<file path="src/lvd_defines.svh">
// Named offsets, field positions, reset values and counts of the low-voltage detector block
`ifndef LVD_DEFINES_SVH
`define LVD_DEFINES_SVH

// Register bus geometry
`define LVD_AW             8
`define LVD_DW             32
`define LVD_OFS_CTRL       8'h00
`define LVD_OFS_LEVEL      8'h04
`define LVD_OFS_IRQ        8'h08
`define LVD_RESP_OKAY      2'h0
`define LVD_RESP_SLVERR    2'h2

// Detection control register fields
`define LVD_CTRL_REN_BIT   7
`define LVD_CTRL_OMSK_BIT  1
`define LVD_CTRL_BTF_BIT   0

// Detection level register fields and start values
`define LVD_LVL_MODE_BIT   7
`define LVD_LVL_LEVEL_BIT  0
`define LVD_LVL_INIT_INT   8'h01
`define LVD_LVL_INIT_CMB   8'h00

// Interrupt and flag register fields
`define LVD_IRQ_MASK_BIT   0
`define LVD_IRQ_FLAG_BIT   1
`define LVD_IRQ_DRF_BIT    2
`define LVD_IRQ_OPT_LO_BIT 4
`define LVD_IRQ_OPT_HI_BIT 5

// Option byte mode codes {hi, lo}
`define LVD_OPT_INT        2'h1
`define LVD_OPT_CMB        2'h2

// Timing counts
`define LVD_STAB_LS_CYC    3'h5
`define LVD_INIT_WAIT      2'h3

`endif

</file>
<file path="src/lvd_pkg.sv">
// Types and shared decode for the low-voltage detector block
`default_nettype none
package lvd_pkg;
  `include "lvd_defines.svh"

  typedef enum logic [1:0] {LVD_ST_INIT, LVD_ST_HOLD, LVD_ST_RUN}     lvd_state_e;
  typedef enum logic [1:0] {LVD_MODE_OFF, LVD_MODE_INT, LVD_MODE_CMB} lvd_mode_e;
  typedef enum logic [1:0] {LVD_SEL_CTRL, LVD_SEL_LEVEL, LVD_SEL_IRQ, LVD_SEL_NONE} lvd_sel_e;

  // Register select from a byte address; shared by read and write decode
  function automatic lvd_sel_e lvd_reg_sel(input logic [`LVD_AW-1:0] a);
    lvd_sel_e s;
    s = LVD_SEL_NONE;
    if (a == `LVD_OFS_CTRL) begin
      s = LVD_SEL_CTRL;
    end else if (a == `LVD_OFS_LEVEL) begin
      s = LVD_SEL_LEVEL;
    end else if (a == `LVD_OFS_IRQ) begin
      s = LVD_SEL_IRQ;
    end
    return s;
  endfunction : lvd_reg_sel
endpackage : lvd_pkg
`default_nettype wire

</file>
<file path="src/lvd_reg_if.sv">
// Register access carrier between the bus slave and the detector core
`timescale 1ns/1ps
`default_nettype none
`include "lvd_defines.svh"
interface lvd_reg_if;
  import lvd_pkg::*;
  logic                wr_en;
  logic                wr_lane0;
  logic [`LVD_AW-1:0]  wr_addr;
  logic [7:0]          wr_data;
  logic                wr_hit;
  logic [`LVD_AW-1:0]  rd_addr;
  logic [`LVD_DW-1:0]  rd_data;
  logic                rd_hit;

  modport bus  (output wr_en, wr_lane0, wr_addr, wr_data, rd_addr,
                input  wr_hit, rd_data, rd_hit);
  modport regs (input  wr_en, wr_lane0, wr_addr, wr_data, rd_addr,
                output wr_hit, rd_data, rd_hit);
endinterface : lvd_reg_if
`default_nettype wire

</file>
<file path="src/lvd_modes.sv">
// Low-voltage detector control core for interrupt and interrupt-then-reset modes
//
// Overview of operation
// Interrupt-only option code starts the level register at 01H.
// Combined option code starts the level register at 00H.
// Combined mode: level bit 0 compares high threshold, 1 compares low.
// Rewrite-enable bit 7 starts at 0, so level register is locked.
// Interrupt-only: hold reset until supply exceeds the single threshold.
// Interrupt-only: after release, threshold crossings raise the interrupt.
// Every reset sets the interrupt mask; firmware clears it.
// Combined: hold reset after power-up until supply exceeds high threshold.
// Combined: interrupt when supply drops below the high threshold.
// Combined: after the interrupt, reset when supply drops below low threshold.
// Combined: no second interrupt on recovery without passing the low threshold.
// Firmware waits 400 us or 5 slow clocks after a detector reset.
// Firmware sets rewrite-enable during the wait and mode rewrites, masking events.
// Firmware clears the mode bit after the wait.
// Mode bit 1 at mask release with supply below high threshold resets.
// No reset after release means supply is fine; firmware clears mode bit.
// Combined: hardware switches mode and level bits; firmware writes only 0.
// Output-mask status set in combined mode while masked or settling.
// Detection flag is 1 below selected threshold, else 0, and 0 when off.
// Level register writes take effect only while rewrite-enable is 1.
// Interrupt flag set once per crossing, cleared by firmware, no retrigger.
//
// The AXI4-Lite interface to the registers and the placing of the registers were decided locally.
`timescale 1ns/1ps
`default_nettype none
`include "lvd_defines.svh"
module lvd_modes
  import lvd_pkg::*;
(
  // Clock and reset
  input  wire logic               aclk,
  input  wire logic               aresetn,
  // Comparator results, asynchronous: 1 means supply is below that threshold
  input  wire logic               below_high_threshold,
  input  wire logic               below_low_threshold,
  input  wire logic               below_single_threshold,
  // Option byte mode code, static after power-up
  input  wire logic               opt_mode_sel_hi,
  input  wire logic               opt_mode_sel_lo,
  // Low-speed oscillator, sampled as data
  input  wire logic               low_speed_clk,
  // Register bus
  input  wire logic [`LVD_AW-1:0] s_axi_awaddr,
  input  wire logic               s_axi_awvalid,
  output logic                    s_axi_awready,
  input  wire logic [`LVD_DW-1:0] s_axi_wdata,
  input  wire logic [3:0]         s_axi_wstrb,
  input  wire logic               s_axi_wvalid,
  output logic                    s_axi_wready,
  output logic [1:0]              s_axi_bresp,
  output logic                    s_axi_bvalid,
  input  wire logic               s_axi_bready,
  input  wire logic [`LVD_AW-1:0] s_axi_araddr,
  input  wire logic               s_axi_arvalid,
  output logic                    s_axi_arready,
  output logic [`LVD_DW-1:0]      s_axi_rdata,
  output logic [1:0]              s_axi_rresp,
  output logic                    s_axi_rvalid,
  input  wire logic               s_axi_rready,
  // Requests to the rest of the chip
  output logic                    detector_reset_req,
  output logic                    low_voltage_irq
);
  localparam int PINS = 6;
  localparam logic [7:0] INIT_INT = `LVD_LVL_INIT_INT, INIT_CMB = `LVD_LVL_INIT_CMB;

  lvd_reg_if rif ();

  logic [PINS-1:0] sync1_r;
  logic [PINS-1:0] sync2_r;
  logic [PINS-1:0] pin_raw;
  logic            lsclk_d_r;
  lvd_state_e      state_r;
  lvd_mode_e       mode_r;
  logic [1:0]      init_cnt_r;
  logic            detect_mode_bit_r;
  logic            detect_level_bit_r;
  logic            level_rewrite_enable_r;
  logic            settle_r;
  logic [2:0]      settle_cnt_r;
  logic            low_voltage_irq_flag_r;
  logic            low_voltage_irq_mask_r;
  logic            detector_reset_flag_r;
  logic            below_threshold_flag_r;
  logic            output_mask_status_r;
  logic            single_prev_r;
  logic            below_high;
  logic            below_low;
  logic            below_single;
  logic            lsclk_s;
  logic [1:0]      opt_code;
  logic            sel_below;
  logic            masked;
  logic            running;
  logic            cmb_irq_ev;
  logic            cmb_rst_ev;
  logic            int_irq_ev;
  logic            irq_ev;
  logic            hold_release;
  logic            wr_fire;
  lvd_sel_e        wr_sel;
  lvd_sel_e        rd_sel;
  logic            lvl_wr;
  logic            lvl_new;
  logic            mode_new;

  // Bus slave; its AXI outputs are its own flops
  lvd_axil_slave u_slave (
    .aclk          (aclk),
    .aresetn       (aresetn),
    .s_axi_awaddr  (s_axi_awaddr),
    .s_axi_awvalid (s_axi_awvalid),
    .s_axi_awready (s_axi_awready),
    .s_axi_wdata   (s_axi_wdata),
    .s_axi_wstrb   (s_axi_wstrb),
    .s_axi_wvalid  (s_axi_wvalid),
    .s_axi_wready  (s_axi_wready),
    .s_axi_bresp   (s_axi_bresp),
    .s_axi_bvalid  (s_axi_bvalid),
    .s_axi_bready  (s_axi_bready),
    .s_axi_araddr  (s_axi_araddr),
    .s_axi_arvalid (s_axi_arvalid),
    .s_axi_arready (s_axi_arready),
    .s_axi_rdata   (s_axi_rdata),
    .s_axi_rresp   (s_axi_rresp),
    .s_axi_rvalid  (s_axi_rvalid),
    .s_axi_rready  (s_axi_rready),
    .rif           (rif.bus)
  );

  // Two-stage synchronisers; only stage two is read by logic
  assign pin_raw = {low_speed_clk, opt_mode_sel_hi, opt_mode_sel_lo,
                    below_single_threshold, below_low_threshold, below_high_threshold};
  always_ff @(posedge aclk) begin
    if (!aresetn) begin
      sync1_r <= '0;
      sync2_r <= '0;
    end else begin
      sync1_r <= pin_raw;
      sync2_r <= sync1_r;
    end
  end

  assign {lsclk_s, opt_code, below_single, below_low, below_high} = sync2_r;

  // Compared threshold and event conditions
  assign sel_below    = (mode_r == LVD_MODE_INT) ? below_single :
                        (detect_level_bit_r ? below_low : below_high);
  assign masked       = level_rewrite_enable_r | settle_r;
  assign running      = (state_r == LVD_ST_RUN);
  // Interrupt only from interrupt setting at the high level; mode 1 blocks a repeat
  assign cmb_irq_ev   = running & (mode_r == LVD_MODE_CMB) & ~masked & ~detect_mode_bit_r &
                        ~detect_level_bit_r & below_high;
  // Reset setting trips on whichever threshold the level bit selects
  assign cmb_rst_ev   = running & (mode_r == LVD_MODE_CMB) & ~masked & detect_mode_bit_r &
                        sel_below;
  assign int_irq_ev   = running & (mode_r == LVD_MODE_INT) &
                        (below_single != single_prev_r);
  assign irq_ev       = cmb_irq_ev | int_irq_ev;
  assign hold_release = (state_r == LVD_ST_HOLD) &
                        ((mode_r == LVD_MODE_INT) ? ~below_single :
                         (mode_r == LVD_MODE_CMB) ? ~below_high : 1'b1);

  // Register write decode
  assign wr_fire  = rif.wr_en & rif.wr_lane0;
  assign wr_sel   = lvd_reg_sel(rif.wr_addr);
  assign rd_sel   = lvd_reg_sel(rif.rd_addr);
  assign lvl_wr   = wr_fire & (wr_sel == LVD_SEL_LEVEL) & (mode_r == LVD_MODE_CMB) &
                    level_rewrite_enable_r;
  // Firmware can only clear these bits, never set them
  assign mode_new = detect_mode_bit_r & rif.wr_data[`LVD_LVL_MODE_BIT];
  assign lvl_new  = detect_level_bit_r & rif.wr_data[`LVD_LVL_LEVEL_BIT];
  assign rif.wr_hit = (wr_sel != LVD_SEL_NONE);
  assign rif.rd_hit = (rd_sel != LVD_SEL_NONE);

  // Sequencer: capture option code, hold reset, run, re-enter hold on a detector reset
  always_ff @(posedge aclk) begin
    if (!aresetn) begin
      state_r            <= LVD_ST_INIT;
      mode_r             <= LVD_MODE_OFF;
      init_cnt_r         <= 2'h0;
      detector_reset_req <= 1'b1;
    end else begin
      case (state_r)
        LVD_ST_INIT: begin
          init_cnt_r <= init_cnt_r + 2'h1;
          // Wait until the synchronised option code has settled
          if (init_cnt_r == `LVD_INIT_WAIT) begin
            state_r <= LVD_ST_HOLD;
            if (opt_code == `LVD_OPT_INT) begin
              mode_r <= LVD_MODE_INT;
            end else if (opt_code == `LVD_OPT_CMB) begin
              mode_r <= LVD_MODE_CMB;
            end else begin
              mode_r <= LVD_MODE_OFF;
            end
          end
        end
        LVD_ST_HOLD: begin
          if (hold_release) begin
            state_r            <= LVD_ST_RUN;
            detector_reset_req <= 1'b0;
          end
        end
        LVD_ST_RUN: begin
          if (cmb_rst_ev) begin
            state_r            <= LVD_ST_HOLD;
            detector_reset_req <= 1'b1;
          end
        end
        default: begin
          state_r <= LVD_ST_INIT;
        end
      endcase
    end
  end

  // Level register: start value from the option code, then hardware switching
  // A detector reset loads mode bit 1 and level bit 0 here; only the chip reset reloads the start value
  always_ff @(posedge aclk) begin
    if (!aresetn) begin
      detect_mode_bit_r  <= INIT_CMB[`LVD_LVL_MODE_BIT];
      detect_level_bit_r <= INIT_CMB[`LVD_LVL_LEVEL_BIT];
    end else if (state_r == LVD_ST_INIT && init_cnt_r == `LVD_INIT_WAIT) begin
      if (opt_code == `LVD_OPT_INT) begin
        detect_mode_bit_r  <= INIT_INT[`LVD_LVL_MODE_BIT];
        detect_level_bit_r <= INIT_INT[`LVD_LVL_LEVEL_BIT];
      end else begin
        detect_mode_bit_r  <= INIT_CMB[`LVD_LVL_MODE_BIT];
        detect_level_bit_r <= INIT_CMB[`LVD_LVL_LEVEL_BIT];
      end
    end else if (cmb_rst_ev) begin
      detect_mode_bit_r  <= 1'b1;
      detect_level_bit_r <= 1'b0;
    end else if (cmb_irq_ev) begin
      detect_mode_bit_r  <= 1'b1;
      detect_level_bit_r <= 1'b1;
    end else if (lvl_wr) begin
      detect_mode_bit_r  <= mode_new;
      detect_level_bit_r <= lvl_new;
    end
  end

  // Rewrite enable: settable only in combined mode, kept across a detector reset
  always_ff @(posedge aclk) begin
    if (!aresetn) begin
      level_rewrite_enable_r <= 1'b0;
    end else if (wr_fire && wr_sel == LVD_SEL_CTRL && mode_r == LVD_MODE_CMB) begin
      level_rewrite_enable_r <= rif.wr_data[`LVD_CTRL_REN_BIT];
    end
  end

  // Threshold settling after an interrupt or a level change, timed on the slow clock
  always_ff @(posedge aclk) begin
    if (!aresetn) begin
      lsclk_d_r    <= 1'b0;
      settle_r     <= 1'b0;
      settle_cnt_r <= 3'h0;
    end else begin
      lsclk_d_r <= lsclk_s;
      if (cmb_irq_ev || (lvl_wr && lvl_new != detect_level_bit_r)) begin
        settle_r     <= 1'b1;
        settle_cnt_r <= 3'h0;
      end else if (settle_r && lsclk_s && !lsclk_d_r) begin
        settle_cnt_r <= settle_cnt_r + 3'h1;
        if (settle_cnt_r == `LVD_STAB_LS_CYC - 3'h1) begin
          settle_r <= 1'b0;
        end
      end
    end
  end

  // Interrupt flag and mask; a new event beats a clear in the same cycle
  always_ff @(posedge aclk) begin
    if (!aresetn) begin
      low_voltage_irq_flag_r <= 1'b0;
      low_voltage_irq_mask_r <= 1'b1;
      single_prev_r          <= 1'b0;
    end else begin
      single_prev_r <= below_single;
      if (irq_ev) begin
        low_voltage_irq_flag_r <= 1'b1;
      end else if (wr_fire && wr_sel == LVD_SEL_IRQ && rif.wr_data[`LVD_IRQ_FLAG_BIT]) begin
        low_voltage_irq_flag_r <= 1'b0;
      end
      if (cmb_rst_ev) begin
        low_voltage_irq_mask_r <= 1'b1;
      end else if (wr_fire && wr_sel == LVD_SEL_IRQ) begin
        low_voltage_irq_mask_r <= rif.wr_data[`LVD_IRQ_MASK_BIT];
      end
    end
  end

  // Detector reset flag, write one to clear, set wins
  always_ff @(posedge aclk) begin
    if (!aresetn) begin
      detector_reset_flag_r <= 1'b0;
    end else if (cmb_rst_ev) begin
      detector_reset_flag_r <= 1'b1;
    end else if (wr_fire && wr_sel == LVD_SEL_IRQ && rif.wr_data[`LVD_IRQ_DRF_BIT]) begin
      detector_reset_flag_r <= 1'b0;
    end
  end

  // Status flags and the masked interrupt output
  always_ff @(posedge aclk) begin
    if (!aresetn) begin
      below_threshold_flag_r <= 1'b0;
      output_mask_status_r   <= 1'b0;
      low_voltage_irq        <= 1'b0;
    end else begin
      below_threshold_flag_r <= (state_r != LVD_ST_INIT) && (mode_r != LVD_MODE_OFF) &&
                                sel_below;
      output_mask_status_r   <= (mode_r == LVD_MODE_CMB) && masked;
      low_voltage_irq        <= low_voltage_irq_flag_r & ~low_voltage_irq_mask_r;
    end
  end

  // Read mux; unused bits read as zero
  always_comb begin
    rif.rd_data = '0;
    if (rd_sel == LVD_SEL_CTRL) begin
      rif.rd_data[`LVD_CTRL_REN_BIT]  = level_rewrite_enable_r;
      rif.rd_data[`LVD_CTRL_OMSK_BIT] = output_mask_status_r;
      rif.rd_data[`LVD_CTRL_BTF_BIT]  = below_threshold_flag_r;
    end else if (rd_sel == LVD_SEL_LEVEL) begin
      rif.rd_data[`LVD_LVL_MODE_BIT]  = detect_mode_bit_r;
      rif.rd_data[`LVD_LVL_LEVEL_BIT] = detect_level_bit_r;
    end else if (rd_sel == LVD_SEL_IRQ) begin
      rif.rd_data[`LVD_IRQ_MASK_BIT]   = low_voltage_irq_mask_r;
      rif.rd_data[`LVD_IRQ_FLAG_BIT]   = low_voltage_irq_flag_r;
      rif.rd_data[`LVD_IRQ_DRF_BIT]    = detector_reset_flag_r;
      rif.rd_data[`LVD_IRQ_OPT_LO_BIT] = (mode_r == LVD_MODE_INT);
      rif.rd_data[`LVD_IRQ_OPT_HI_BIT] = (mode_r == LVD_MODE_CMB);
    end
  end
endmodule : lvd_modes
`default_nettype wire

</file>
<file path="src/lvd_axil_slave.sv">
// AXI4-Lite slave that turns bus transfers into register strobes
`timescale 1ns/1ps
`default_nettype none
`include "lvd_defines.svh"
module lvd_axil_slave
  import lvd_pkg::*;
(
  // Clock and reset
  input  wire logic               aclk,
  input  wire logic               aresetn,
  // Write address and data
  input  wire logic [`LVD_AW-1:0] s_axi_awaddr,
  input  wire logic               s_axi_awvalid,
  output logic                    s_axi_awready,
  input  wire logic [`LVD_DW-1:0] s_axi_wdata,
  input  wire logic [3:0]         s_axi_wstrb,
  input  wire logic               s_axi_wvalid,
  output logic                    s_axi_wready,
  // Write response
  output logic [1:0]              s_axi_bresp,
  output logic                    s_axi_bvalid,
  input  wire logic               s_axi_bready,
  // Read
  input  wire logic [`LVD_AW-1:0] s_axi_araddr,
  input  wire logic               s_axi_arvalid,
  output logic                    s_axi_arready,
  output logic [`LVD_DW-1:0]      s_axi_rdata,
  output logic [1:0]              s_axi_rresp,
  output logic                    s_axi_rvalid,
  input  wire logic               s_axi_rready,
  // Register side
  lvd_reg_if.bus                  rif
);
  logic               aw_held_r;
  logic               w_held_r;
  logic [`LVD_AW-1:0] awaddr_r;
  logic [7:0]         wbyte_r;
  logic               wlane0_r;
  logic               commit;

  // Write fires once both halves are held and no response is pending
  assign commit       = aw_held_r & w_held_r & ~s_axi_bvalid;
  assign rif.wr_en    = commit;
  assign rif.wr_addr  = awaddr_r;
  assign rif.wr_data  = wbyte_r;
  assign rif.wr_lane0 = wlane0_r;
  assign rif.rd_addr  = s_axi_araddr;

  // Write channels: address and data may arrive in either order
  always_ff @(posedge aclk) begin
    if (!aresetn) begin
      aw_held_r     <= 1'b0;
      w_held_r      <= 1'b0;
      awaddr_r      <= '0;
      wbyte_r       <= 8'h00;
      wlane0_r      <= 1'b0;
      s_axi_awready <= 1'b1;
      s_axi_wready  <= 1'b1;
      s_axi_bvalid  <= 1'b0;
      s_axi_bresp   <= `LVD_RESP_OKAY;
    end else begin
      if (s_axi_awvalid && s_axi_awready) begin
        awaddr_r      <= s_axi_awaddr;
        aw_held_r     <= 1'b1;
        s_axi_awready <= 1'b0;
      end
      if (s_axi_wvalid && s_axi_wready) begin
        wbyte_r      <= s_axi_wdata[7:0]; // All fields live in byte lane 0
        wlane0_r     <= s_axi_wstrb[0];
        w_held_r     <= 1'b1;
        s_axi_wready <= 1'b0;
      end
      if (commit) begin
        aw_held_r    <= 1'b0;
        w_held_r     <= 1'b0;
        s_axi_bvalid <= 1'b1;
        s_axi_bresp  <= rif.wr_hit ? `LVD_RESP_OKAY : `LVD_RESP_SLVERR;
      end
      // Ready returns only after the response, so one write is in flight
      if (s_axi_bvalid && s_axi_bready) begin
        s_axi_bvalid  <= 1'b0;
        s_axi_awready <= 1'b1;
        s_axi_wready  <= 1'b1;
      end
    end
  end

  // Read channel: data registered on the same edge that takes the address
  always_ff @(posedge aclk) begin
    if (!aresetn) begin
      s_axi_arready <= 1'b1;
      s_axi_rvalid  <= 1'b0;
      s_axi_rdata   <= '0;
      s_axi_rresp   <= `LVD_RESP_OKAY;
    end else begin
      if (s_axi_arvalid && s_axi_arready) begin
        s_axi_rdata   <= rif.rd_data;
        s_axi_rresp   <= rif.rd_hit ? `LVD_RESP_OKAY : `LVD_RESP_SLVERR;
        s_axi_rvalid  <= 1'b1;
        s_axi_arready <= 1'b0;
      end else if (s_axi_rvalid && s_axi_rready) begin
        s_axi_rvalid  <= 1'b0;
        s_axi_arready <= 1'b1;
      end
    end
  end
endmodule : lvd_axil_slave
`default_nettype wire

</file>
<file path="config.mk">
export PLATFORM = sky130hd
export DESIGN_NAME = lvd_modes
export DESIGN_NICKNAME = d
export VERILOG_FILES = /design/src/lvd_pkg.sv /design/src/lvd_reg_if.sv /design/src/lvd_modes.sv /design/src/lvd_axil_slave.sv
export VERILOG_INCLUDE_DIRS = /design/src
export SDC_FILE = /design/constraint.sdc
export NUM_CORES = 1
export LEC_CHECK = 0
export BUFFER_PORTS_ARGS = -buffer_cell sky130_fd_sc_hd__buf_2
export CORE_MARGIN = 2
export CORE_UTILIZATION = 45
export CTS_BUF_LIST = sky130_fd_sc_hd__clkbuf_2 sky130_fd_sc_hd__clkbuf_4 sky130_fd_sc_hd__clkbuf_8
export DETAILED_ROUTE_END_ITERATION = 8
export PLACE_DENSITY_LB_ADDON = 0.1
export SLEW_MARGIN = 20
export SYNTH_ARGS = -nofsm -noshare
export SYNTH_HDL_FRONTEND = slang
export SYNTH_SLANG_ARGS = --single-unit
export TNS_END_PERCENT = 20
</file>
<file path="constraint.sdc">
create_clock -name aclk -period 4.15 [get_ports aclk]
set_input_delay 0 -clock aclk [delete_from_list [all_inputs] [get_ports aclk]]
set_output_delay 0 -clock aclk [all_outputs]
set_load 0.01 [all_outputs]
</file>
## After elaboration in Yosys (flattened, before gate mapping)

Index checks and enable logic that the tools add are counted.

| operators by class | value |
|---|---|
| $add $sub $neg | 2 |
| equality and inequality tests | 23 |
| reductions and logical operators | 43 |
| bitwise gates (word level) | 29 |
| mux-type cells | 50 |

Operator list:

| kind | number |
|---|---|
| 2-bit 2-to-1 mux | 16 |
| 1-bit 2-to-1 mux | 31 |
| 1-bit AND | 19 |
| 1-bit logical AND | 17 |
| 8-bit by 3-bit equality test with 1-bit output, second input constant | 2 |
| 8-bit by 4-bit equality test with 1-bit output, second input constant | 2 |
| 8-bit zero test | 2 |
| 2-bit nonzero test | 8 |
| 2-bit equality test, second input constant | 6 |
| 2-bit by 1-bit equality test with 1-bit output, second input constant | 5 |
| 2-bit OR reduction | 5 |
| 2-bit != test, second input constant | 4 |
| 1-bit inverter | 8 |
| 2-bit zero test | 3 |
| 2-bit case mux with 3 select lines | 1 |
| 3-bit AND reduction | 2 |
| 2-bit AND reduction | 2 |
| 4-bit nonzero test | 1 |
| 3-bit by 1-bit adder with 3-bit output, second input constant | 1 |
| 3-bit equality test, second input constant | 1 |
| 3-bit 2-to-1 mux | 1 |
| 3-bit nonzero test | 1 |
| 2-bit by 1-bit adder with 2-bit output, second input constant | 1 |
| 1-bit != test | 2 |
| other kinds (5) | 6 |

| storage, ports and cells | value |
|---|---|
| input bits | 65 |
| flip-flop bits (word level) | 68 |
| output and inout port bits | 43 |
| word-level logic and storage cells | 179 |

## Logic depth before layout (Yosys ltp)

Gate-level depths: netlist of run 1.

| depth | value |
|---|---|
| depth in word-level cells | 12 |
| depth in mapped cells | 7 |
| gate-level depth less buffers | 6 |

## Hierarchy

Synthesis of run 1 repeated with hierarchy kept, for this count alone.

| second synthesis, totals | value |
|---|---|
| cell total of the unflattened synthesis | 429 |
| area total of the unflattened synthesis | 3779.9 um^2 |

By module, submodules not included:

| module | area an instance (um^2) | sequential area each (um^2) | cells an instance | times used |
|---|---|---|---|---|
| lvd_axil_slave | 2254.7 | 1161.1 | 259 | 1 |
| lvd_modes | 1525.2 | 680.7 | 170 | 1 |

## Least setup slack after synthesis of run 1

No wires, ideal clock.

| timing | value |
|---|---|
| kind | register to register |
| from | register u_slave.awaddr_r[1] (netlist: u_slave.rif.wr_addr[1]) |
| to | register low_voltage_irq_mask_r |
| clock period less this slack | 1711 ps |
| path buffers | 0 |
| setup slack | 2439 ps |
| arrival time | 1578 ps |
| data required time | 4017 ps |
| cell stages (with the launch flop) | 5 |
| setup time | 133 ps |
| path through | dfxtp_1 or4_4 nor4_1 mux2i_1 nand3_1 |

| on the way | value |
|---|---|
| cells in the longest elaborated chain, start to end | 6 |
| elaborated cells between the ends (all ways) | 8 |
| those cells by class | eq/ne (3); mux (3); reduce/logical (2) |

RTL lines:

| element | line | text |
|---|---|---|
| from (decl) | lvd_axil_slave.sv:36 | `` logic [`LVD_AW-1:0] awaddr_r; `` |
| from (signal assigned) | lvd_axil_slave.sv:63 | `awaddr_r <= s_axi_awaddr;` |
| 8-bit by 4-bit equality test with 1-bit output (no source line) | - |  |
| 1-bit 2-to-1 mux | lvd_pkg.sv:18 | `` end else if (a == `LVD_OFS_IRQ) begin `` |
| 2-bit 2-to-1 mux | lvd_pkg.sv:16 | `` end else if (a == `LVD_OFS_LEVEL) begin `` |
| 2-bit 2-to-1 mux (*) | lvd_pkg.sv:14 | `` if (a == `LVD_OFS_CTRL) begin `` |
| 2-bit equality test (*) | lvd_modes.sv:291 | `end else if (wr_fire && wr_sel == LVD_SEL_IRQ) begin` |
| 1-bit logical AND (*) | lvd_modes.sv:291 |  |
| to (signal assigned) | lvd_modes.sv:292 | `` low_voltage_irq_mask_r <= rif.wr_data[`LVD_IRQ_MASK_BIT]; `` |
| to (decl) | lvd_modes.sv:85 | `logic low_voltage_irq_mask_r;` |

Mark *: on every way between the ends. The rest lies on a longest branch, timed or not.
A chain may end at the register's enable or synchronous reset.

## Worst setup path in the final report of run 1

Same ends and word-level chain as after synthesis.

==> key figures, run 1 <==
Critical path
  – Worst reg2reg setup slack: 2180 ps
  – Critical Path End Type: flip-flop
  – Worst setup SP type: flip-flop
  – Delay of the slowest critical-path stage: 630 ps
  – CP Cell Sequence: or4_4 -> nor4_1 -> mux2i_1 -> nand3_1
  – Worst path slowest cell: nor4_1
  – Critical Path RT: 4350 ps
  – Reg2reg path depth: 4
  – Reg-to-reg startpoint: u_slave.rif.wr_addr[1]$_SDFFE_PN0P_
  – Setup CP Type: reg -> reg
  – Crit path DAT: 2170 ps
  – Worst R2R End: low_voltage_irq_mask_r$_SDFFE_PP1N_
  – Peak fanout along the critical path: 3

Clocking
  – Clock latency on the worst-skew pair: 340 ps
  – CTS tree: built
  – H-Tree Level Count: 3
  – CTS hold repair buffers: 29
  – Clock-pin slew on the worst setup and hold paths: 60 ps
  – Setup Buffers After CTS: 0
  – Post-CTS sizing: 0
  – Inserted Clock Buffers: 9
  – CTS sink cnt: 62
  – CTS root buffer: clkbuf_8
  – Clock Path Buffers: 2

Yosys
  – Post-synthesis average cell area: 8.837 sq um
  – Yosys top cell by area: dfxtp_1
  – Most common flop cell mapped by yosys: dfxtp_1
  – Mapped cell area: 2686 sq um
  – Mapped Cells: 304
  – Flops & latches, synth: 62
  – Top cells by area, synth: dfxtp_1 (46%), buf_4 (7.8%), nand2_1 (5.2%)
  – Synthesis Warnings: 0
  – Async set-reset flop share out of synthesis: 0%
  – Unique cell type count in the Yosys netlist: 46
  – Sequential-to-total area share from yosys stat: 46.20%
  – EDFF count, synth: 0
  – Share of the synthesized area in the top cell type: 46.20%

Place
  – Placed Cells: 414
  – Port bufs: 48
  – Dpl cell area: 2870 sq um
  – Pre-CTS setup slack: 2210 ps
  – GP Congestion: 0.8967
  – DP HPWL: 3.682 mm

Finish
  – Commonest non-fill, non-tap cells in the layout: dfxtp_1 (62), buf_2 (48), nand2_1 (37), dlygate4sd3_1 (29), conb_1 (28)
  – Multi-input gate area: 1250 sq um
  – Layout fillers: 548
  – Share of cells above drive strength 1: 18.75%
  – Non-filler cells, final: 459
  – Layout area overhead: 25.24%
  – Final #Nets: 450
  – Post-route cell area: 3364 sq um
  – Most common cell after layout, fill and taps aside: dfxtp_1
  – FF+latch area: 1241 sq um
  – ANT cells: 0
  – Final Core Density: 57.51%

Floorplan
  – Core Region: 5851 sq um
  – Core Rows: 28
  – DIE WIDTH: 81.27 um
  – Total die area: 6604 sq um
  – Chip height: 81.27 um
  – Top Ports: 108
  – Starting density of the core: 45.92%

Global route
  – All-Layer GR Usage: 18.27%
  – Initial antenna violation count: 0
  – GRT overflow: 0
  – Vias in the first global route: 2041
  – First-pass GRT wire length: 9.073 mm
  – Pin count of the biggest net entering global routing: 34

Timing
  – PnR worst setup slack: 2181 ps
  – FMAX: 507.8 MHz
  – Final period utilization: 47.45%
  – Slew headroom: 53.61%
  – Worst slew pin tran: 689.5 ps
  – Hold WS: 18.10 ps
  – Setup TNS: 0 ps
  – Shortest period the worst path allows: 1969 ps
  – Hold Violations, Final: 0
  – RSZ-0062 raised after global routing: no
  – Final Skew: 4.866 ps
  – Final setup viols: 0
  – Fin. max-slew vios: 0

Detailed routing
  – Detail Route Antenna Nets: 0
  – Routed vias/inst: 4.717
  – Vias: 2165
  – First-iteration detailed-routing DRC count: 88
  – Wirelength per Cell: 12.13 um
  – Total wire length: 5.566 mm
  – Drt pass-1 iters: 4
  – DRC viols: 0

Power
  – Maximum VDD drop: 0.2746 mV
  – PwrDens: 414.3 nW/um^2
  – Leak Pwr: 1.466 nW
  – Overall power: 1.394 mW

Worst hold path
  – Hold Crit Class: in -> reg
  – Worst Hold Path EP: u_slave.s_axi_rresp[1]$_SDFFE_PN0P_
  – WHS Path Cells: 3
  – Hold path start: s_axi_araddr[2]

Run status
  – Status: finished clean

Flow run
  – MaxCap Viol Count: 0
-- synth_stat cells (2+ instances only) --
master    instances
nor2_1           19
inv_1            10
a22oi_1           5
a21oi_1          26
a31oi_1           2
mux2i_1           8
nand3_1          16
nand2b_1          2
nand2_1          37
clkbuf_1         12
nor3b_1           2
nand4b_1          2
o21a_1            2
xnor2_1           2
o21ai_0           5
and3_1            2
nand3b_1          5
buf_4            28
nor2b_1           4
ha_1              6
and2_1           15
dfxtp_1          62
xor2_1            2
nor3_1            5
nor4_1            4
-- registers in the layout (all words and copies together), names as in the netlist, 2 cells and up --
| name | flops |
|---|---|
| init_cnt_r | 2 |
| mode_r | 2 |
| settle_cnt_r | 3 |
| state_r | 2 |
| sync1_r | 6 |
| sync2_r | 6 |
| u_slave.rif.wr_addr | 8 |
| u_slave.rif.wr_data | 4 |
| u_slave.s_axi_rdata | 6 |
-- report_power, final --
part / switching (mW) / internal, mW / total, mW
combinational: 0.100 / 0.0957 / 0.196
sequential: 0.0273 / 0.634 / 0.661
clock: 0.223 / 0.314 / 0.537
-- worst max-delay path, delay by kind of cell, from the launching register on --
family	cells	cell delay (ps)
simple gates	3	1260
flops	1	310
mux	1	260
-- routing by layer --
metal  routed length (um)  GRT usage (%)
met2                 2738          31.72
met3                  259          5.556
met4                  125          9.322
met5                    0              0
met1                 2442          20.00
-- area by class of cell --
type                            instances  area share (%)
Multi-Input combinational cell        218           37.15
Sequential cell                        62           36.89
Timing Repair Buffer                   78           15.99
Clock buffer                           12           4.723
Tap cell                               75           2.789
Clock inverter                          4           1.339
Inverter                               10           1.116
-- how the worst max path moves through the flow --
stage / end / cells after the start / slack (ps) / start
6_report: low_voltage_irq_mask_r$_SDFFE_PP1N_ / 4 / 2180 / u_slave.rif.wr_addr[1]$_SDFFE_PN0P_
5_1_grt: low_voltage_irq_mask_r$_SDFFE_PP1N_ / 4 / 2090 / u_slave.rif.wr_addr[1]$_SDFFE_PN0P_
4_1_cts: low_voltage_irq_mask_r$_SDFFE_PP1N_ / 4 / 2180 / u_slave.rif.wr_addr[1]$_SDFFE_PN0P_
3_5_place_dp: low_voltage_irq_mask_r$_SDFFE_PP1N_ / 4 / 2210 / u_slave.rif.wr_addr[1]$_SDFFE_PN0P_
3_3_place_gp: low_voltage_irq_mask_r$_SDFFE_PP1N_ / 4 / 2220 / u_slave.rif.wr_addr[1]$_SDFFE_PN0P_
2_1_floorplan: low_voltage_irq_mask_r$_SDFFE_PP1N_ / 4 / 2440 / u_slave.rif.wr_addr[1]$_SDFFE_PN0P_
-- cells by family after synthesis --
| family | share of synthesized area, % |
|---|---|
| simple gates | 24.78 |
| flops | 46.20 |
| buf+inv | 11.04 |
| compound gates | 10.76 |
| mux | 2.981 |
| fa+ha+maj | 2.795 |
| xor+xnor | 1.304 |
| other cells | 0.1396 |
No activity file was read; power rests on OpenSTA's default activity.
==> run 2: changes to the inputs <==
==> constraint.sdc (replaced) <==
create_clock -name aclk -period 1.8 [get_ports aclk]
set_input_delay 0 -clock aclk [delete_from_list [all_inputs] [get_ports aclk]]
set_output_delay 0 -clock aclk [all_outputs]
set_load 0.01 [all_outputs]
==> run 2 against run 1 <==
Cell count increased by 1.7%. Register-to-register slack got worse by 2200 ps. Flip-flop and latch count did not move. Critical endpoint is now detect_level_bit_r$_SDFFE_PN0P_. Utilization rose by 1.0 points. Maximum frequency is 10% higher. Largest cell class unchanged. Wire length is 0.25% lower. Largest power group unchanged. Global-route usage is 0.34 points lower.
==> key figures, run 2 (same netlist as run 1, synthesis figures left out) <==
Flow run
  – MaxCap Viol Count: 0 (unchanged)

Timing
  – RSZ-0062 raised after global routing: yes
  – Final period utilization: 99.44% (+52 points)
  – Final Skew: 8.359 ps (+3.493 ps)
  – Hold Violations, Final: 0 (unchanged)
  – Hold WS: 37.99 ps (+19.89 ps)
  – Shortest period the worst path allows: 1790 ps (-179.5 ps)
  – Fin. max-slew vios: 0 (unchanged)
  – FMAX: 558.7 MHz (+10%)
  – PnR worst setup slack: 10.16 ps (-2171 ps)
  – Final setup viols: 0 (unchanged)

Detailed routing
  – Wirelength per Cell: 11.89 um (-2.0%)
  – Detail Route Antenna Nets: 0 (unchanged)
  – Vias: 2218 (+2.4%)
  – Total wire length: 5.552 mm (-0.25%)
  – First-iteration detailed-routing DRC count: 63 (-28%)
  – DRC viols: 0 (unchanged)
  – Drt pass-1 iters: 4 (unchanged)
  – Routed vias/inst: 4.749 (+0.69%)

Critical path
  – Critical path origin: u_slave.rif.wr_addr[6]$_SDFFE_PN0P_
  – Worst reg2reg setup slack: 10 ps (-2170 ps)
  – Worst setup SP type: flip-flop
  – Worst path slowest cell: or4_4
  – Critical Path End Type: flip-flop
  – Critical path destination: detect_level_bit_r$_SDFFE_PN0P_
  – Worst R2R End: detect_level_bit_r$_SDFFE_PN0P_
  – Reg2reg path depth: 5 (+1)
  – Delay of the slowest critical-path stage: 560 ps (-70 ps)
  – Peak fanout along the critical path: 4 (+1)
  – CP Cell Sequence: or4_4 -> nor3_4 -> nand4_4 -> and4b_1 -> nor4_2
  – Reg-to-reg startpoint: u_slave.rif.wr_addr[6]$_SDFFE_PN0P_
  – Setup CP Type: reg -> reg
  – Critical Path RT: 2040 ps (-2310 ps)
  – Crit path DAT: 2030 ps (-140 ps)

Finish
  – Post-route cell area: 3426 sq um (+1.8%)
  – Share of cells above drive strength 1: 21.68% (+2.9 points)
  – Commonest non-fill, non-tap cells in the layout: dfxtp_1 (61), buf_2 (48), nand2_1 (37), conb_1 (28)
  – FF+latch area: 1242 sq um (+0.10%)
  – Most common cell after layout, fill and taps aside: dfxtp_1
  – ANT cells: 0 (unchanged)
  – Final Core Density: 58.55% (+1.0 points)
  – Layout area overhead: 27.53%
  – Non-filler cells, final: 467 (+1.7%)
  – Final #Nets: 461 (+2.4%)
  – Max reg flops: 8 (unchanged)
  – Multi-input gate area: 1277 sq um (+2.2%)
  – Layout fillers: 535 (-2.4%)

Clocking
  – H-Tree Level Count: 3 (unchanged)
  – Inserted Clock Buffers: 9 (unchanged)
  – CTS tree: built
  – CTS sink cnt: 62 (unchanged)
  – CTS root buffer: clkbuf_8
  – Clock-pin slew on the worst setup and hold paths: 60 ps (about the same)
  – Clock latency on the worst-skew pair: 330 ps (about the same)
  – Clock Path Buffers: 2 (unchanged)

Floorplan
  – Chip height: 81.27 um (unchanged)
  – Core Rows: 28 (unchanged)
  – Total die area: 6604 sq um (unchanged)
  – Core Region: 5851 sq um (unchanged)
  – Top Ports: 108 (unchanged)
  – Starting density of the core: 45.92% (unchanged)
  – DIE WIDTH: 81.27 um (unchanged)

Place
  – DP HPWL: 3.854 mm (+4.7%)
  – Placed Cells: 428 (+3.4%)
  – Dpl cell area: 2975 sq um (+3.7%)
  – Pre-CTS setup slack: -26.28 ps (-2236 ps)
  – GP Congestion: 0.7862 (-12%)
  – Port bufs: 48 (unchanged)

Global route
  – First-pass GRT wire length: 8.997 mm (-0.84%)
  – Initial antenna violation count: 0 (unchanged)
  – Pin count of the biggest net entering global routing: 28 (-18%)
  – Vias in the first global route: 2013 (-1.4%)
  – All-Layer GR Usage: 17.93% (-0.34 points)
  – GRT overflow: 0 (unchanged)

Power
  – Maximum VDD drop: 0.7332 mV (+170%)
  – Leak Pwr: 1.507 nW (+2.8%)
  – PwrDens: 882.3 nW/um^2 (+110%)

Worst hold path
  – Hold Crit Class: in -> reg

Run status
  – Status: finished clean
==> run 2: cell count changes in the layout (fill, tap and decap cells not counted), sizes merged <==
cell / delta
buf: +14
bufinv: -1
clkbuf: -1
clkinv: -1
dlygate4sd3: -3
==> run 2: where the power goes <==
group          switching (mW)  total [mW]  internal, mW  leakage [nW]
registers              0.0623        1.52          1.46         0.508
clock network           0.463        1.01         0.546        0.0869
logic                   0.248       0.490         0.242         0.913
total                   0.773        3.02          2.25          1.51
==> run 2: stage by stage <==
stage               setup TNS [ps]  power, mW
finish                           0      3.022
floorplan                        0      1.886
detailed placement          -26.83      1.981
global placement                 0      1.970
CTS                        -0.9623      3.052
global route                -251.7      3.214
==> run 2: metal layers <==
metal  global-route usage [%]  wire, um
met5                        0         0
met4                    5.593        45
met3                    6.667       265
met2                    29.59      2747
met1                    21.61      2494
==> run 2: final cells by class <==
cell class	instances	area share (%)
Clock buffer	11	4.419
Timing Repair Buffer	89	17.90
Sequential cell	62	36.27
Clock inverter	2	0.2922
Multi-Input combinational cell	218	37.29
Tap cell	75	2.739
Inverter	10	1.096
==> run 2: critical path: cells and delay by family (launching register included) <==
family	cells	cell delay, ps
flip-flops	1	320
AND/OR/NAND/NOR	5	1380
==> run 2: worst min-delay path by stage <==
| stage | cells after the start | startpoint | slack, ps | endpoint |
|---|---|---|---|---|
| floorplan | 1 | below_high_threshold | 130 | sync1_r[0]$_SDFF_PN0_ |
| global placement | 2 | opt_mode_sel_hi | 210 | sync1_r[4]$_SDFF_PN0_ |
| detailed placement | 2 | low_speed_clk | 210 | sync1_r[5]$_SDFF_PN0_ |
| CTS | 3 | s_axi_araddr[2] | 30 | u_slave.s_axi_rresp[1]$_SDFFE_PN0P_ |
| global route | 3 | s_axi_araddr[2] | 30 | u_slave.s_axi_rresp[1]$_SDFFE_PN0P_ |
| finish | 3 | s_axi_araddr[2] | 40 | u_slave.s_axi_rresp[1]$_SDFFE_PN0P_ |
==> run 2: what timing repair did <==
action	in CTS	in global routing
endpoints found under the hold margin	25	0
gates resized for setup	1	5
endpoints found under the setup margin	5	8
setup buffers	0	0
pin swaps	1	9
hold buffers	26	0
==> run 3: changes to the inputs <==
--- a/config.mk
+++ b/config.mk
@@ -6,11 +6,12 @@
 export SDC_FILE = /design/constraint.sdc
 export NUM_CORES = 1
 export LEC_CHECK = 0
-export BUFFER_PORTS_ARGS = -buffer_cell sky130_fd_sc_hd__buf_2
+export CORE_ASPECT_RATIO = 0.7
 export CORE_MARGIN = 2
 export CORE_UTILIZATION = 45
 export CTS_BUF_LIST = sky130_fd_sc_hd__clkbuf_2 sky130_fd_sc_hd__clkbuf_4 sky130_fd_sc_hd__clkbuf_8
 export DETAILED_ROUTE_END_ITERATION = 8
+export DONT_BUFFER_PORTS = 1
 export PLACE_DENSITY_LB_ADDON = 0.1
 export SLEW_MARGIN = 20
 export SYNTH_ARGS = -nofsm -noshare
==> run 3 against run 2 <==
The flow now finishes with violations (negative setup slack). Register-to-register slack got worse by 20 ps. Setup slack worse by 24 ps. Maximum frequency is 1.3% lower. Utilization rose by 0.92 points. Sequential share of layout area about the same. Non-clock buffer count fell by 28. Via count fell by 3.4%. Total power grew 7.2%. Die area rose by 0.15%. Design area barely moved. First-iteration DRC count grew 7.9%. Largest cell class unchanged.
==> key figures, run 3 (same netlist as run 1, synthesis figures left out) <==
Timing
  – Setup TNS: -29.29 ps (-29.29 ps)
  – Final setup viols: 3 (+3)
  – Final period utilization: 100.7% (+1.3 points)
  – Final Skew: 8.027 ps (-0.3316 ps)
  – Hold Violations, Final: 0 (unchanged)
  – Slew headroom: 37.19%
  – Hold WS: 33.21 ps (-4.780 ps)
  – Worst slew pin tran: 941.1 ps
  – RSZ-0062 raised after global routing: yes
  – PnR worst setup slack: -13.38 ps (-23.54 ps)
  – Fin. max-slew vios: 0 (unchanged)
  – FMAX: 551.5 MHz (-1.3%)
  – Shortest period the worst path allows: 1813 ps (+23.54 ps)

Global route
  – Initial antenna violation count: 0 (unchanged)
  – All-Layer GR Usage: 19.28% (+1.4 points)
  – Pin count of the biggest net entering global routing: 29 (+3.6%)
  – GRT overflow: 0 (unchanged)
  – First-pass GRT wire length: 9.439 mm (+4.9%)
  – Vias in the first global route: 2025 (+0.60%)

Detailed routing
  – Top sig layer: met4
  – Drt pass-1 iters: 5 (+1)
  – DRC viols: 0 (unchanged)
  – First-iteration detailed-routing DRC count: 68 (+7.9%)
  – Met2 wire len: 2.268 mm (-17%)
  – Routed vias/inst: 4.846 (+2.0%)
  – Detail Route Antenna Nets: 0 (unchanged)
  – Wirelength per Cell: 12.90 um (+8.5%)
  – Vias: 2142 (-3.4%)
  – Met3 Routed Length: 361 um (+36%)
  – Total wire length: 5.703 mm (+2.7%)
  – Wl on met1: 2.996 mm (+20%)

Place
  – Port bufs: 0 (-100%)
  – Placed Cells: 381 (-11%)
  – DP HPWL: 3.798 mm (-1.4%)
  – GP Congestion: 0.8098 (+3.0%)

Clocking
  – Clock latency on the worst-skew pair: 340 ps (about the same)
  – H-Tree Level Count: 3 (unchanged)
  – CTS tree: built
  – Clock-pin slew on the worst setup and hold paths: 70 ps (about the same)
  – CTS root buffer: clkbuf_8
  – CTS sink cnt: 62 (unchanged)
  – Inserted Clock Buffers: 9 (unchanged)
  – Clock Path Buffers: 2 (unchanged)

Floorplan
  – Core Region: 5756 sq um (-1.6%)
  – Core Rows: 23 (-18%)
  – Top Ports: 108 (unchanged)
  – Chip height: 68.65 um (-16%)
  – DIE WIDTH: 96.35 um (+19%)
  – Total die area: 6614 sq um (+0.15%)
  – Starting density of the core: 46.67% (+0.76 points)

Critical path
  – Worst path slowest cell: or4_4
  – Crit path DAT: 2100 ps (+70 ps)
  – Delay of the slowest critical-path stage: 570 ps (about the same)
  – Critical Path End Type: flip-flop
  – WP buf/inv: 1 (+1)
  – Worst setup SP type: flip-flop
  – Critical Path RT: 2090 ps (+50 ps)
  – Cell family with most CP delay: simple AND/OR/NAND/NOR gates
  – Setup CP Type: reg -> reg
  – CP Cell Sequence: or4_4 -> nor3_4 -> nand4_4 -> nor3b_2 -> buf_4 -> o21a_1
  – Peak fanout along the critical path: 4 (unchanged)

Power
  – Maximum VDD drop: 0.6606 mV (-9.9%)
  – Leak Pwr: 1.445 nW (-4.1%)
  – PwrDens: 946.2 nW/um^2 (+7.2%)

Finish
  – Commonest non-fill, non-tap cells in the layout: dfxtp_1 (62), dlygate4sd3_1 (44), nand2_1 (37), conb_1 (28), a21oi_1 (26)
  – Share of cells above drive strength 1: 11.44% (-10 points)
  – Layout fillers: 519 (-3.0%)
  – Max reg flops: 8 (unchanged)
  – Final #Nets: 433 (-6.1%)
  – Most common cell after layout, fill and taps aside: dfxtp_1
  – ANT cells: 0 (unchanged)
  – Layout area overhead: 27.43% (about the same)
  – Non-filler cells, final: 442 (-5.4%)

Run status
  – Violated checks: negative setup slack
  – Status: finished with violations

Worst hold path
  – Hold Crit Class: in -> reg

Flow run
  – MaxCap Viol Count: 0 (unchanged)
==> run 3: cell types whose count changed in the layout (fill, tap and decap cells not counted), sizes merged <==
cell / change
buf: -46
bufinv: +1
clkbuf: +1
clkinv: +1
dlygate4sd3: +18
==> run 3: routing by layer <==
metal  GRT usage [%]  vias to the layer above
met5               0                        -
met4           8.451                        0
met2           27.69                       68
met3           6.522                        7
met1           26.36                      969
li1                -                     1098
==> run 3: report_power, final <==
part	total [mW]	leakage [nW]	internal, mW	switching, mW
sequential	1.53	0.507	1.46	0.0673
combinational	0.469	0.828	0.244	0.225
clock	1.24	0.110	0.723	0.519
==> run 3: stage by stage <==
stage               power, mW  setup slack [ps]  area [sq um]  utilization, %
floorplan               1.886             88.99          2788               -
global placement        1.933            -34.65          2743           47.65
detailed placement      1.939            -35.27          2743           47.65
CTS                     3.271            -5.232          3403           59.13
global route            3.412            -70.69          3423           59.48
finish                  3.239            -13.38          3423           59.48
==> run 3: timing repair <==
action	4_1_cts	5_1_grt
hold buffers	44	0
pin swaps	4	5
setup buffers	0	1
resized for setup	3	2
endpoints found under the hold margin	52	0
setup endpoints to repair	7	6
==> run 3: worst min-delay path, stage by stage <==
cell	delay, ps
nand2_1	150
nand2_1	120
a21oi_1	50
==> run 3: final timing paths <==
kind                                  startpoint                             endpoint  slack, ps  cells after the start
max          u_slave.rif.wr_addr[6]$_SDFFE_PN0P_                settle_r$_SDFFE_PN0P_        -10                      6
min                                s_axi_awvalid  u_slave.rif.wr_addr[0]$_SDFFE_PN0P_         30                      3
max reg2reg  u_slave.rif.wr_addr[6]$_SDFFE_PN0P_                settle_r$_SDFFE_PN0P_        -10                      6
min reg2reg  u_slave.rif.wr_addr[0]$_SDFFE_PN0P_  u_slave.rif.wr_addr[0]$_SDFFE_PN0P_        450                      2
==> run 3: cell type report <==
cell class | count | area [sq um] | share of cell area [%]
flip-flops and latches | 62 | 1241 | 36.26
multi-input cells | 218 | 1275 | 37.24
inverters | 10 | 37.54 | 1.096
well taps | 75 | 93.84 | 2.741
repair buffers | 61 | 571.8 | 16.70
clock buffers | 12 | 158.9 | 4.642
clock inverters | 4 | 45.04 | 1.316
